--- config.mk ---
export PLATFORM = sky130hd
export DESIGN_NAME = ckgen_top
export DESIGN_NICKNAME = d
export VERILOG_FILES = /design/src/hw/ckgen_top.v
export VERILOG_INCLUDE_DIRS = /design/src /design/src/hw
export SDC_FILE = /design/constraint.sdc
export NUM_CORES = 1
export LEC_CHECK = 0
export ABC_AREA = 1
export BUFFER_PORTS_ARGS = -buffer_cell sky130_fd_sc_hd__buf_2
export CELL_PAD_IN_SITES_DETAIL_PLACEMENT = 1
export CELL_PAD_IN_SITES_GLOBAL_PLACEMENT = 1
export CORE_ASPECT_RATIO = 1.1
export CORE_UTILIZATION = 44
export DETAILED_ROUTE_END_ITERATION = 16
export PLACE_DENSITY = 0.82
export SETUP_SLACK_MARGIN = 0.1
export SYNTH_ARGS = -nofsm -noshare
export SYNTH_HDL_FRONTEND = slang
export SYNTH_SLANG_ARGS = --single-unit
--- constraint.sdc ---
create_clock -name ref_clk -period 2.6 [get_ports ref_clk]
set_input_delay 0.13 -clock ref_clk [delete_from_list [all_inputs] [get_ports ref_clk]]
set_output_delay 0.13 -clock ref_clk [all_outputs]
set_load 0.05 [all_outputs]
--- src/hw/ckgen_regs.vh ---
// Register offsets, field positions and reset values of the clock generator.
// Assumes a plain word-wide register port with read data one cycle later.
`ifndef CKGEN_REGS_VH
`define CKGEN_REGS_VH

`define CKGEN_SUPPLY_CONTROL_REG   4'h0
`define CKGEN_SUPPLY_MODE_REG      4'h1
`define CKGEN_OSC_CONTROL_REG      4'h2
`define CKGEN_FREQ_MEASURE_REG     4'h3
`define CKGEN_PLL_CONFIG_REG       4'h4
`define CKGEN_POWER_STATUS_REG     4'h5
`define CKGEN_POWER_IRQ_ENABLE_REG 4'h6

// osc_control_reg
`define CKGEN_MOR_FAST_RC_ENABLE   0
`define CKGEN_MOR_EXT_CLOCK_SELECT 1
// supply_control_reg / supply_mode_reg
`define CKGEN_CR_SLOW_OSC_SELECT   0
`define CKGEN_MR_CRYSTAL_BYPASS    0
// freq_measure_reg
`define CKGEN_MCFR_READY           16
// pll_config_reg: div [7:0], settle [15:8], scheme [17:16], gain [28:18]
`define CKGEN_PLL_DIV_LSB          0
`define CKGEN_PLL_CNT_LSB          8
`define CKGEN_PLL_SCH_LSB          16
`define CKGEN_PLL_MUL_LSB          18
// power_status_reg / power_irq_enable_reg
`define CKGEN_SR_PRIMARY_READY     0
`define CKGEN_SR_LOCK              1
`define CKGEN_SR_SWITCH_DONE       2

`define CKGEN_PLL_RESET            32'h0002_0000
`define CKGEN_MEAS_PERIODS         5'h10
// Primary clock ready delay in ref_clk cycles (oscillator startup model)
`define CKGEN_RC_STARTUP_CYCLES    8'h10

`endif

--- src/hw/ckgen_top.v ---
// Clock generator control: slow/primary source selection, frequency
// measurement, PLL divider/multiplier sequencing and lock counting.
// Assumes slow_clock and ext_clock_in are asynchronous pins sampled on
// ref_clk (25 MHz), and primary clock edges are observed the same way.
//
// Functional notes
// - Slow clock source follows slow oscillator select bit.
// - Reset: slow RC runs and is selected.
// - Reset: fast RC enabled and selected as primary clock.
// - Clearing fast RC enable stops fast RC and clears ready.
// - Primary ready flag raises interrupt when enabled.
// - Measure starts after slow rise; stops at 16th slow fall.
// - Count value holds primary cycles over 15.5 slow periods.
// - Ext clock select switches primary source; done flag reports it.
// - Divider zero holds divider and PLL outputs low; resets zero.
// - PLL gain is factor plus one; factor zero disables PLL.
// - Enable or parameter change clears lock and loads settle counter.
// - Counter decrements per slow cycle; zero sets lock, may interrupt.
// - Fast scheme 0 with settle 1 reaches 70 percent in 60 us.
// - Slow clock is always running except in off mode.
// - Primary clock comes from ext input or fast RC.
//
// The register addresses and strobed register access were decided locally.
`include "ckgen_regs.vh"
`default_nettype none

module ckgen_top (
  // Clock and reset
  input  wire        ref_clk,
  input  wire        srst,
  // Register port
  input  wire [3:0]  reg_addr,
  input  wire [31:0] reg_wdata,
  input  wire        reg_wr,
  input  wire        reg_rd,
  output reg  [31:0] reg_rdata,
  // Clock pins
  input  wire        slow_rc_in,
  input  wire        slow_xtal_in,
  input  wire        fast_rc_in,
  input  wire        ext_clock_in,
  input  wire        fast_startup,
  // Oscillator controls and selections
  output reg         slow_rc_on,
  output reg         slow_xtal_on,
  output reg         slow_sel_xtal,
  output reg         fast_rc_on,
  output reg         primary_sel_ext,
  output reg         pll_enable,
  output reg  [10:0] pll_gain_factor,
  output reg  [7:0]  pll_divider,
  output reg  [1:0]  pll_startup_scheme,
  output reg         pll_out_gate,
  output reg         irq
);

  // Input synchronisers: stage 1 read only by stage 2
  reg  [4:0] s1_q;
  reg  [4:0] s2_q;
  reg  [4:0] s3_q;
  wire [4:0] pin_in = {fast_startup, ext_clock_in, fast_rc_in,
                       slow_xtal_in, slow_rc_in};

  genvar g;
  generate
    for (g = 0; g < 5; g = g + 1)
    begin : g_sync
      always @(posedge ref_clk)
      begin
        s1_q[g] <= pin_in[g];
        s2_q[g] <= s1_q[g];
        s3_q[g] <= s2_q[g];
      end
    end
  endgenerate

  reg         sel_xtal_q;
  reg         bypass_q;
  reg         rc_en_q;
  reg         ext_sel_q;
  reg  [31:0] pllr_q;
  reg  [2:0]  ier_q;
  reg         ready_q;
  reg         lock_q;
  reg         sw_done_q;
  reg  [7:0]  start_cnt_q;
  reg         fr_ready_q;
  reg  [15:0] fr_count_q;
  reg  [1:0]  meas_st_q;
  reg  [4:0]  falls_q;
  reg  [7:0]  pll_cnt_q;
  reg         pll_run_q;

  // Slow clock edges from the selected source
  wire slow_now  = sel_xtal_q ? s2_q[1] : s2_q[0];
  wire slow_prev = sel_xtal_q ? s3_q[1] : s3_q[0];
  wire slow_rise = slow_now & ~slow_prev;
  wire slow_fall = ~slow_now & slow_prev;
  // Primary clock comes from external pin or the fast RC
  wire prim_now  = ext_sel_q ? s2_q[3] : s2_q[2];
  wire prim_prev = ext_sel_q ? s3_q[3] : s3_q[2];
  wire prim_rise = prim_now & ~prim_prev;
  wire wake      = s2_q[4];

  wire wr_mor  = reg_wr && (reg_addr == `CKGEN_OSC_CONTROL_REG);
  wire wr_pllr = reg_wr && (reg_addr == `CKGEN_PLL_CONFIG_REG);
  wire new_en  = wr_mor & reg_wdata[`CKGEN_MOR_FAST_RC_ENABLE];
  wire rc_en_d = wake | (wr_mor ? new_en : rc_en_q);
  wire rc_rise = rc_en_d & ~rc_en_q;

  wire [10:0] new_mul = reg_wdata[`CKGEN_PLL_MUL_LSB +: 11];
  wire [7:0]  new_div = reg_wdata[`CKGEN_PLL_DIV_LSB +: 8];
  // Any change of PLL parameters with a nonzero gain factor restarts the settle count
  wire pll_restart = wr_pllr && (new_mul != 11'h000) &&
                     (reg_wdata != pllr_q);

  localparam ST_IDLE = 2'h0;
  localparam ST_WAIT = 2'h1;
  localparam ST_CNT  = 2'h2;
  localparam ST_DONE = 2'h3;

  always @(posedge ref_clk)
  begin
    if (srst)
    begin
      sel_xtal_q  <= 1'b0;
      bypass_q    <= 1'b0;
      rc_en_q     <= 1'b1;
      ext_sel_q   <= 1'b0;
      pllr_q      <= `CKGEN_PLL_RESET;
      ier_q       <= 3'h0;
      ready_q     <= 1'b0;
      start_cnt_q <= `CKGEN_RC_STARTUP_CYCLES;
      sw_done_q   <= 1'b1;
      lock_q      <= 1'b0;
      pll_cnt_q   <= 8'h00;
      pll_run_q   <= 1'b0;
      fr_ready_q  <= 1'b0;
      fr_count_q  <= 16'h0000;
      meas_st_q   <= ST_WAIT;
      falls_q     <= 5'h00;
    end
    else
    begin
      if (reg_wr && (reg_addr == `CKGEN_SUPPLY_CONTROL_REG))
        sel_xtal_q <= reg_wdata[`CKGEN_CR_SLOW_OSC_SELECT];
      if (reg_wr && (reg_addr == `CKGEN_SUPPLY_MODE_REG))
        bypass_q <= reg_wdata[`CKGEN_MR_CRYSTAL_BYPASS];
      if (reg_wr && (reg_addr == `CKGEN_POWER_IRQ_ENABLE_REG))
        ier_q <= reg_wdata[2:0];

      // Fast RC enable, ready flag after startup delay
      rc_en_q <= rc_en_d;
      if (wake)
        ext_sel_q <= 1'b0;
      else if (wr_mor)
        ext_sel_q <= reg_wdata[`CKGEN_MOR_EXT_CLOCK_SELECT];
      // Source switch takes one cycle to settle
      sw_done_q <= ~(wr_mor &&
        (reg_wdata[`CKGEN_MOR_EXT_CLOCK_SELECT] != ext_sel_q));
      if (!rc_en_d)
      begin
        ready_q     <= 1'b0;
        start_cnt_q <= `CKGEN_RC_STARTUP_CYCLES;
      end
      else if (start_cnt_q != 8'h00)
        start_cnt_q <= start_cnt_q - 8'h01;
      else
        ready_q <= 1'b1;

      // Frequency measurement
      case (meas_st_q)
        ST_IDLE:
        begin
          if (rc_rise)
            meas_st_q <= ST_WAIT;
        end
        ST_WAIT:
        begin
          if (slow_rise && rc_en_q)
          begin
            meas_st_q  <= ST_CNT;
            fr_count_q <= 16'h0000;
            falls_q    <= 5'h00;
          end
        end
        ST_CNT:
        begin
          if (prim_rise && rc_en_q)
            fr_count_q <= fr_count_q + 16'h0001;
          if (slow_fall)
          begin
            falls_q <= falls_q + 5'h01;
            if (falls_q + 5'h01 == `CKGEN_MEAS_PERIODS)
            begin
              meas_st_q  <= ST_DONE;
              fr_ready_q <= 1'b1;
            end
          end
        end
        ST_DONE:
        begin
          meas_st_q <= ST_DONE;
        end
        default:
          meas_st_q <= ST_IDLE;
      endcase
      if (rc_rise)
      begin
        meas_st_q  <= ST_WAIT;
        fr_ready_q <= 1'b0;
      end

      // PLL configuration and lock counter
      if (wr_pllr)
        pllr_q <= reg_wdata;
      if (wr_pllr && (new_mul == 11'h000))
      begin
        pll_run_q <= 1'b0;
        lock_q    <= 1'b0;
      end
      else if (pll_restart)
      begin
        lock_q    <= 1'b0;
        pll_run_q <= 1'b1;
        pll_cnt_q <= reg_wdata[`CKGEN_PLL_CNT_LSB +: 8];
      end
      else if (pll_run_q && slow_rise)
      begin
        if (pll_cnt_q == 8'h00)
        begin
          lock_q    <= 1'b1;
          pll_run_q <= 1'b0;
        end
        else
          pll_cnt_q <= pll_cnt_q - 8'h01;
      end
    end
  end

  wire [10:0] cur_mul = pllr_q[`CKGEN_PLL_MUL_LSB +: 11];
  wire [2:0]  status  = {sw_done_q, lock_q, ready_q};

  // Outputs registered
  always @(posedge ref_clk)
  begin
    if (srst)
    begin
      reg_rdata          <= 32'h0000_0000;
      slow_rc_on         <= 1'b1;
      slow_xtal_on       <= 1'b0;
      slow_sel_xtal      <= 1'b0;
      fast_rc_on         <= 1'b1;
      primary_sel_ext    <= 1'b0;
      pll_enable         <= 1'b0;
      pll_gain_factor    <= 11'h000;
      pll_divider        <= 8'h00;
      pll_startup_scheme <= 2'h2;
      pll_out_gate       <= 1'b0;
      irq                <= 1'b0;
    end
    else
    begin
      // Crystal oscillator powered down in bypass mode; pin drives directly
      slow_rc_on         <= ~sel_xtal_q;
      slow_xtal_on       <= sel_xtal_q & ~bypass_q;
      slow_sel_xtal      <= sel_xtal_q;
      fast_rc_on         <= rc_en_q;
      primary_sel_ext    <= ext_sel_q;
      pll_enable         <= (cur_mul != 11'h000);
      pll_gain_factor    <= cur_mul;
      pll_divider        <= pllr_q[`CKGEN_PLL_DIV_LSB +: 8];
      pll_startup_scheme <= pllr_q[`CKGEN_PLL_SCH_LSB +: 2];
      // Zero divider or zero factor keeps PLL output low
      pll_out_gate       <= (pllr_q[`CKGEN_PLL_DIV_LSB +: 8] != 8'h00) &&
                            (cur_mul != 11'h000);
      irq                <= |(status & ier_q);
      reg_rdata          <= 32'h0000_0000;
      if (reg_rd)
      begin
        case (reg_addr)
          `CKGEN_SUPPLY_CONTROL_REG:   reg_rdata <= {31'h0, sel_xtal_q};
          `CKGEN_SUPPLY_MODE_REG:      reg_rdata <= {31'h0, bypass_q};
          `CKGEN_OSC_CONTROL_REG:
            reg_rdata <= {30'h0, ext_sel_q, rc_en_q};
          `CKGEN_FREQ_MEASURE_REG:
            reg_rdata <= {15'h0, fr_ready_q, fr_count_q};
          `CKGEN_PLL_CONFIG_REG:       reg_rdata <= pllr_q;
          `CKGEN_POWER_STATUS_REG:     reg_rdata <= {29'h0, status};
          `CKGEN_POWER_IRQ_ENABLE_REG: reg_rdata <= {29'h0, ier_q};
          default:                     reg_rdata <= 32'h0000_0000;
        endcase
      end
    end
  end

endmodule

`default_nettype wire

Word-level counts from Yosys, hierarchy flattened
Index checks and enable logic that the tools add are counted.
Operators by class
  add/sub/neg operators: 4
  equality and inequality tests: 17
  bitwise operators: 19
  multiplexer cells: 22
  reduce and logical (&&, ||, !) cells: 38
Operators by type and width (count)
  $pmux 32 s7: 1
  $mux 16: 2
  $ne 32x32->1: 1
  $pmux 16 s2: 1
  $mux 8: 3
  $reduce_bool 11->1: 2
  $add 16x1->16 const B: 1
  $reduce_bool 8->1: 2
  $sub 8x1->8 const B: 2
  $logic_and 1x1->1: 13
  $eq 4x3->1 const B: 3
  $reduce_and 3->1: 4
  $logic_not 11->1: 1
  $not 1->1: 11
  $mux 5: 2
  $ne 2x2->1 const B: 5
  $pmux 5 s2: 1
  $reduce_or 2->1: 5
  $eq 4x2->1 const B: 2
  $logic_not 8->1: 1
  $mux 1: 8
  $and 1x1->1: 6
  $mux 2: 3
  $pmux 2 s3: 1
  other kinds (14): 19
Word-level totals
  flip-flop bits (word level): 158
  input port bits: 45
  word-level logic and storage cells: 142
  output and inout bits: 61

Longest topological paths before layout
  depth after elaboration: 7
  depth in mapped cells: 15

Least setup slack after synthesis
Ideal clock, no wire load.
  kind: reg2reg
  from: reg meas_st_q[0]
  to: reg fr_count_q[3]
  required time: 2.470 ns
  setup slack: 1.104 ns
  cell stages (with the launch flop): 9
  arrival time: 1.366 ns
  library setup time: 0.130 ns
  path through: dfxtp_1 > inv_1 > ha_1 > inv_1 > a21oi_4 > nand2_4 > buf_4 > o21ai_0 > a21oi_1
On the way
  cells in the longest elaborated chain, start to end: 3
RTL lines
  start, declared: RTL line ckgen_top.v:89  | reg [1:0] meas_st_q;
  start signal, assigned: RTL line ckgen_top.v:140  | meas_st_q <= ST_WAIT;
  start signal, assigned: RTL line ckgen_top.v:176  | meas_st_q <= ST_WAIT;
  start signal, assigned: RTL line ckgen_top.v:182  | meas_st_q <= ST_CNT;
  $eq 2x2->1 or $eq 2x1->1 (tied branches): RTL line ckgen_top.v:172  | case (meas_st_q)
  $ne 2x2->1 (no line) or $reduce_bool 2->1 (tied branches)
  $reduce_and 3->1 (no line)
  end signal, assigned: RTL line ckgen_top.v:190  | fr_count_q <= fr_count_q + 16'h0001;
  end, declared: RTL line ckgen_top.v:88  | reg [15:0] fr_count_q;
Parallel ways exist; a longest one is shown, timed or not.
A chain may end at the register's enable or synchronous reset.

Worst setup path after layout
  from: reg pllr_q[28]
  to: reg pll_cnt_q[7]
On the way
  cells in the longest elaborated chain, start to end: 4
RTL lines
  start, declared: RTL line ckgen_top.v:81  | reg [31:0] pllr_q;
  start signal, assigned: RTL line ckgen_top.v:130  | pllr_q <= `CKGEN_PLL_RESET;
  start signal, assigned: RTL line ckgen_top.v:216  | pllr_q <= reg_wdata;
  $ne 32x32->1 *: RTL line ckgen_top.v:115  | (reg_wdata != pllr_q);
  $logic_and 1x1->1 *: RTL line ckgen_top.v:114  | wire pll_restart = wr_pllr && (new_mul != 11'h000) &&
  $ne 2x2->1 (no line) or $reduce_bool 2->1 (tied branches)
  $reduce_and 3->1 (no line)
  end signal, assigned: RTL line ckgen_top.v:226  | pll_cnt_q <= reg_wdata[`CKGEN_PLL_CNT_LSB +: 8];
  end signal, assigned: RTL line ckgen_top.v:236  | pll_cnt_q <= pll_cnt_q - 8'h01;
  end, declared: RTL line ckgen_top.v:91  | reg [7:0] pll_cnt_q;
Mark *: on every way between the ends. The rest lies on a longest branch, timed or not.

==> summary.txt <==
status = complete, but fails checks
Pleak = 3.50 nW
Hold Vio Cnt, Final = 1
Critical Path RT = 2920 ps
hold path endpoint = pllr_q[13]$_SDFFE_PP0P_
grt ovf = 0
Slowest-stage cell, CP = dfxtp_1
clock latency on the worst-skew pair = 430 ps
Synth cell types = 42
Initial Util = 44.8%
launch point of the worst reg-to-reg path = pllr_q[28]$_SDFFE_PP0P_
vias in the first global route = 6,067
Syn Area/Cell = 7.66 um2
placed cell area = 7150 um2
CP max FO = 14
Max VDD drop = 492 uV
Pins Over Slew Limit = 0
Setup WS pre-CTS = 596 ps
Design Area, Final = 7950 um2
final setup violation count = 0
post-DR wirelength/cell = 15.7 um
Hold WS = -5.30 ps
clock tree root buffer cell = clkbuf_16
Tmin final = 2050 ps
pin count of the biggest net entering global routing = 38
CP Buf/Inv Count = 1
clock skew = 6.89 ps
#FFs+latches synth = 158
Ports = 106
clk buf depth = 2
RSZ-0062 raised after global routing = no
hold depth = 3
share of the synthesized area in the top cell type = 49.1%
first-pass GRT wire length = 29,900 um
main area contributors after synthesis = dfxtp_1, nand2_1, nor2_1
number of DRC markers in iteration 0 = 246
RePlAce Congestion = 0.827
syn nets = 895
die width = 117 um
post-synthesis sequential area ratio = 49.1%
CP top delay family = simple AND/OR/NAND/NOR gates
fmax = 489 MHz
core area = 14,400 um2
Routed Antenna Nets = 0
Hold Startpoint = reg_wdata[13]
Layout Utilization = 55.3%
met2 Usage GRT = 46.2%
PnR worst setup slack = 554 ps
synthesized instance count = 841
residual DRC count = 0
total track usage = 25.1%
GR Layer Usage met3 = 5.23%
site row count = 46
Non-Filler Instances = 1,170
Tightest Hold Check Type = in2reg
Relative slew margins = 60.5%
total negative setup slack = 0 ps
PwrDens = 752 nW/um2
dpl cells = 1,119
CTS tree = done
Vias = 5,867
Die Footprint = 15,100 um2
CTS Buf Count = 17
Post-Route WL = 18,300 um
slowest stage delay, CP = 330 ps
Top cell by count, worst path = nand2_1
max-cap viol count = 0
share of cells above drive strength 1 = 17.3%
Mapped Area = 6450 um2
CP endpoint kind = register
crit path DAT = 2370 ps
H-tree depth = 4
gr busiest metal = met2
FF-to-FF setup slack = 550 ps
Layout area overhead = 23.4%
period utilization = 78.7%
Final Net Count = 1,018
met1 Use GR = 28.2%
hpwl dp = 12,800 um
1st-pass router iterations = 4
initial antenna violation count = 1
clk sinks = 158
Crit Path Class = reg2reg
Register-to-Register Path Depth = 14
cell-by-cell trace of the critical path = inv_1, nand2_1, nand2_1, nand2_1, nor2_1, nand2_1, nor2_1, nand2_1, nand2_1, nand2_1, nand2_2, nand2_1, nand2_1, nor2_1
via/cell ratio = 5.01
Port Buffer Count = 105
Worst Setup Start Kind = register
failing checks = hold timing
Die H = 129 um
warnings from Yosys = 0
FF-to-FF End = pll_cnt_q[7]$_SDFFE_PP0P_
Slew @ Worst Pin = 589 ps
Yosys top cell by area = dfxtp_1
Worst-path clk slew = 60 ps
==> routing by layer <==
metal | vias to the layer above | part of all wire, %
li1 | 2925 | -
met1 | 2803 | 43
met2 | 105 | 51
met3 | 34 | 3.5
met4 | 0 | 2.5
met5 | - | 0
==> power by group <==
| part | switching, mW | leakage [nW] | internal [mW] |
|---|---|---|---|
| clock | 1.06 | 0.297 | 1.52 |
| combinational | 0.518 | 1.92 | 0.267 |
| sequential | 0.0853 | 1.28 | 2.53 |
| total | 1.66 | 3.50 | 4.32 |
==> registers in the layout (all words and copies together) (netlist names), 2 cells and up <==
register            cells
falls_q                 5
fr_count_q             16
ier_q                   3
meas_st_q               2
pll_cnt_q               8
pll_divider             8
pll_gain_factor        11
pll_startup_scheme      2
pllr_q                 32
reg_rdata              32
s1_q                    5
s2_q                    4
s3_q                    4
start_cnt_q             8
==> synthesized netlist by cell type, drive strengths merged <==
| cell type | count |
|---|---|
| a41oi | 1 |
| a221oi | 2 |
| a21oi | 76 |
| o211a | 1 |
| xor2 | 9 |
| o21a | 1 |
| nand3b | 3 |
| a2111oi | 1 |
| and3 | 1 |
| o22ai | 3 |
| nor3 | 32 |
| nand3 | 17 |
| xnor2 | 27 |
| nand2 | 191 |
| ha | 9 |
| a311oi | 1 |
| or2 | 2 |
| clkbuf | 14 |
| o2111ai | 1 |
| buf | 12 |
| inv | 96 |
| nand4 | 9 |
| o211ai | 1 |
| dfxtp | 158 |
| o21ai | 54 |
| a211oi | 3 |
| o221ai | 1 |
| nor2 | 115 |
==> how the worst max path moves through the flow <==
stage          slack, ps                      start                    endpoint  depth (start not counted)
2_1_floorplan       1100  meas_st_q[0]$_SDFFE_PP1P_  fr_count_q[3]$_SDFFE_PP0P_                          8
3_3_place_gp         640    pllr_q[28]$_SDFFE_PP0P_   pll_cnt_q[2]$_SDFFE_PP0P_                         14
3_5_place_dp         600    pllr_q[28]$_SDFFE_PP0P_   pll_cnt_q[1]$_SDFFE_PP0P_                         14
4_1_cts              520    pllr_q[28]$_SDFFE_PP0P_   pll_cnt_q[7]$_SDFFE_PP0P_                         14
5_1_grt              280    pllr_q[28]$_SDFFE_PP0P_   pll_cnt_q[7]$_SDFFE_PP0P_                         14
6_report             550    pllr_q[28]$_SDFFE_PP0P_   pll_cnt_q[7]$_SDFFE_PP0P_                         14
==> worst reg2reg max path: cells and delay by family, from the launching register on <==
kind	cells	cell delay, ps
DFF	1	330
buffers and inverters	1	150
and+or+nand+nor	13	1480
==> repair_timing <==
item                       in CTS  in global routing
setup buffers                   0                  0
hold endpoints to repair       18                  0
gates resized for setup         0                  0
hold buffers                   18                  0
setup endpoints to repair       0                  0
==> stage by stage <==
stage                     power [mW]  hold slack, ps
after detailed placement        3.42             234
after CTS                       6.02           0.354
after global routing            6.23            11.4
after global placement          3.39             233
after floorplan                 3.20             158
final                           5.98           -5.30
==> layout make-up <==
class / count / area [um2]
Antenna cell: 1 / 2.50
Clock buffer: 20 / 467
Clock inverter: 12 / 148
Fill cell: 1856 / 6440
Inverter: 96 / 360
Multi-Input combinational cell: 561 / 2810
Sequential cell: 158 / 3160
Tap cell: 192 / 240
Timing Repair Buffer: 130 / 758
==> kinds of logic after synthesis <==
kind of cell             synth area share, %
adder cells (fa/ha/maj)                 1.75
AND/OR/NAND/NOR                         24.6
buffers and inverters                   7.30
AO/OA/AOI/OAI                           12.4
XOR/XNOR                                4.89
flip-flops                              49.1
==> cell usage in the layout (no fill, tap or decap), types with 4 or more instances in the layout <==
cell and n:
buf_2 105, inv_2 4, nand2_2 5, nor3_1 30
buf_4 7, inv_1 92, nand3_1 17, xor2_1 9
nor2_1 110, a21oi_1 75, clkbuf_16 17, nor2_4 4
o21ai_0 50, dfxtp_1 158, xnor2_1 27, inv_6 6
nand4_1 8, dlygate4sd3_1 18, ha_1 9, nand2_1 183
(Power assumes the default switching activity.)
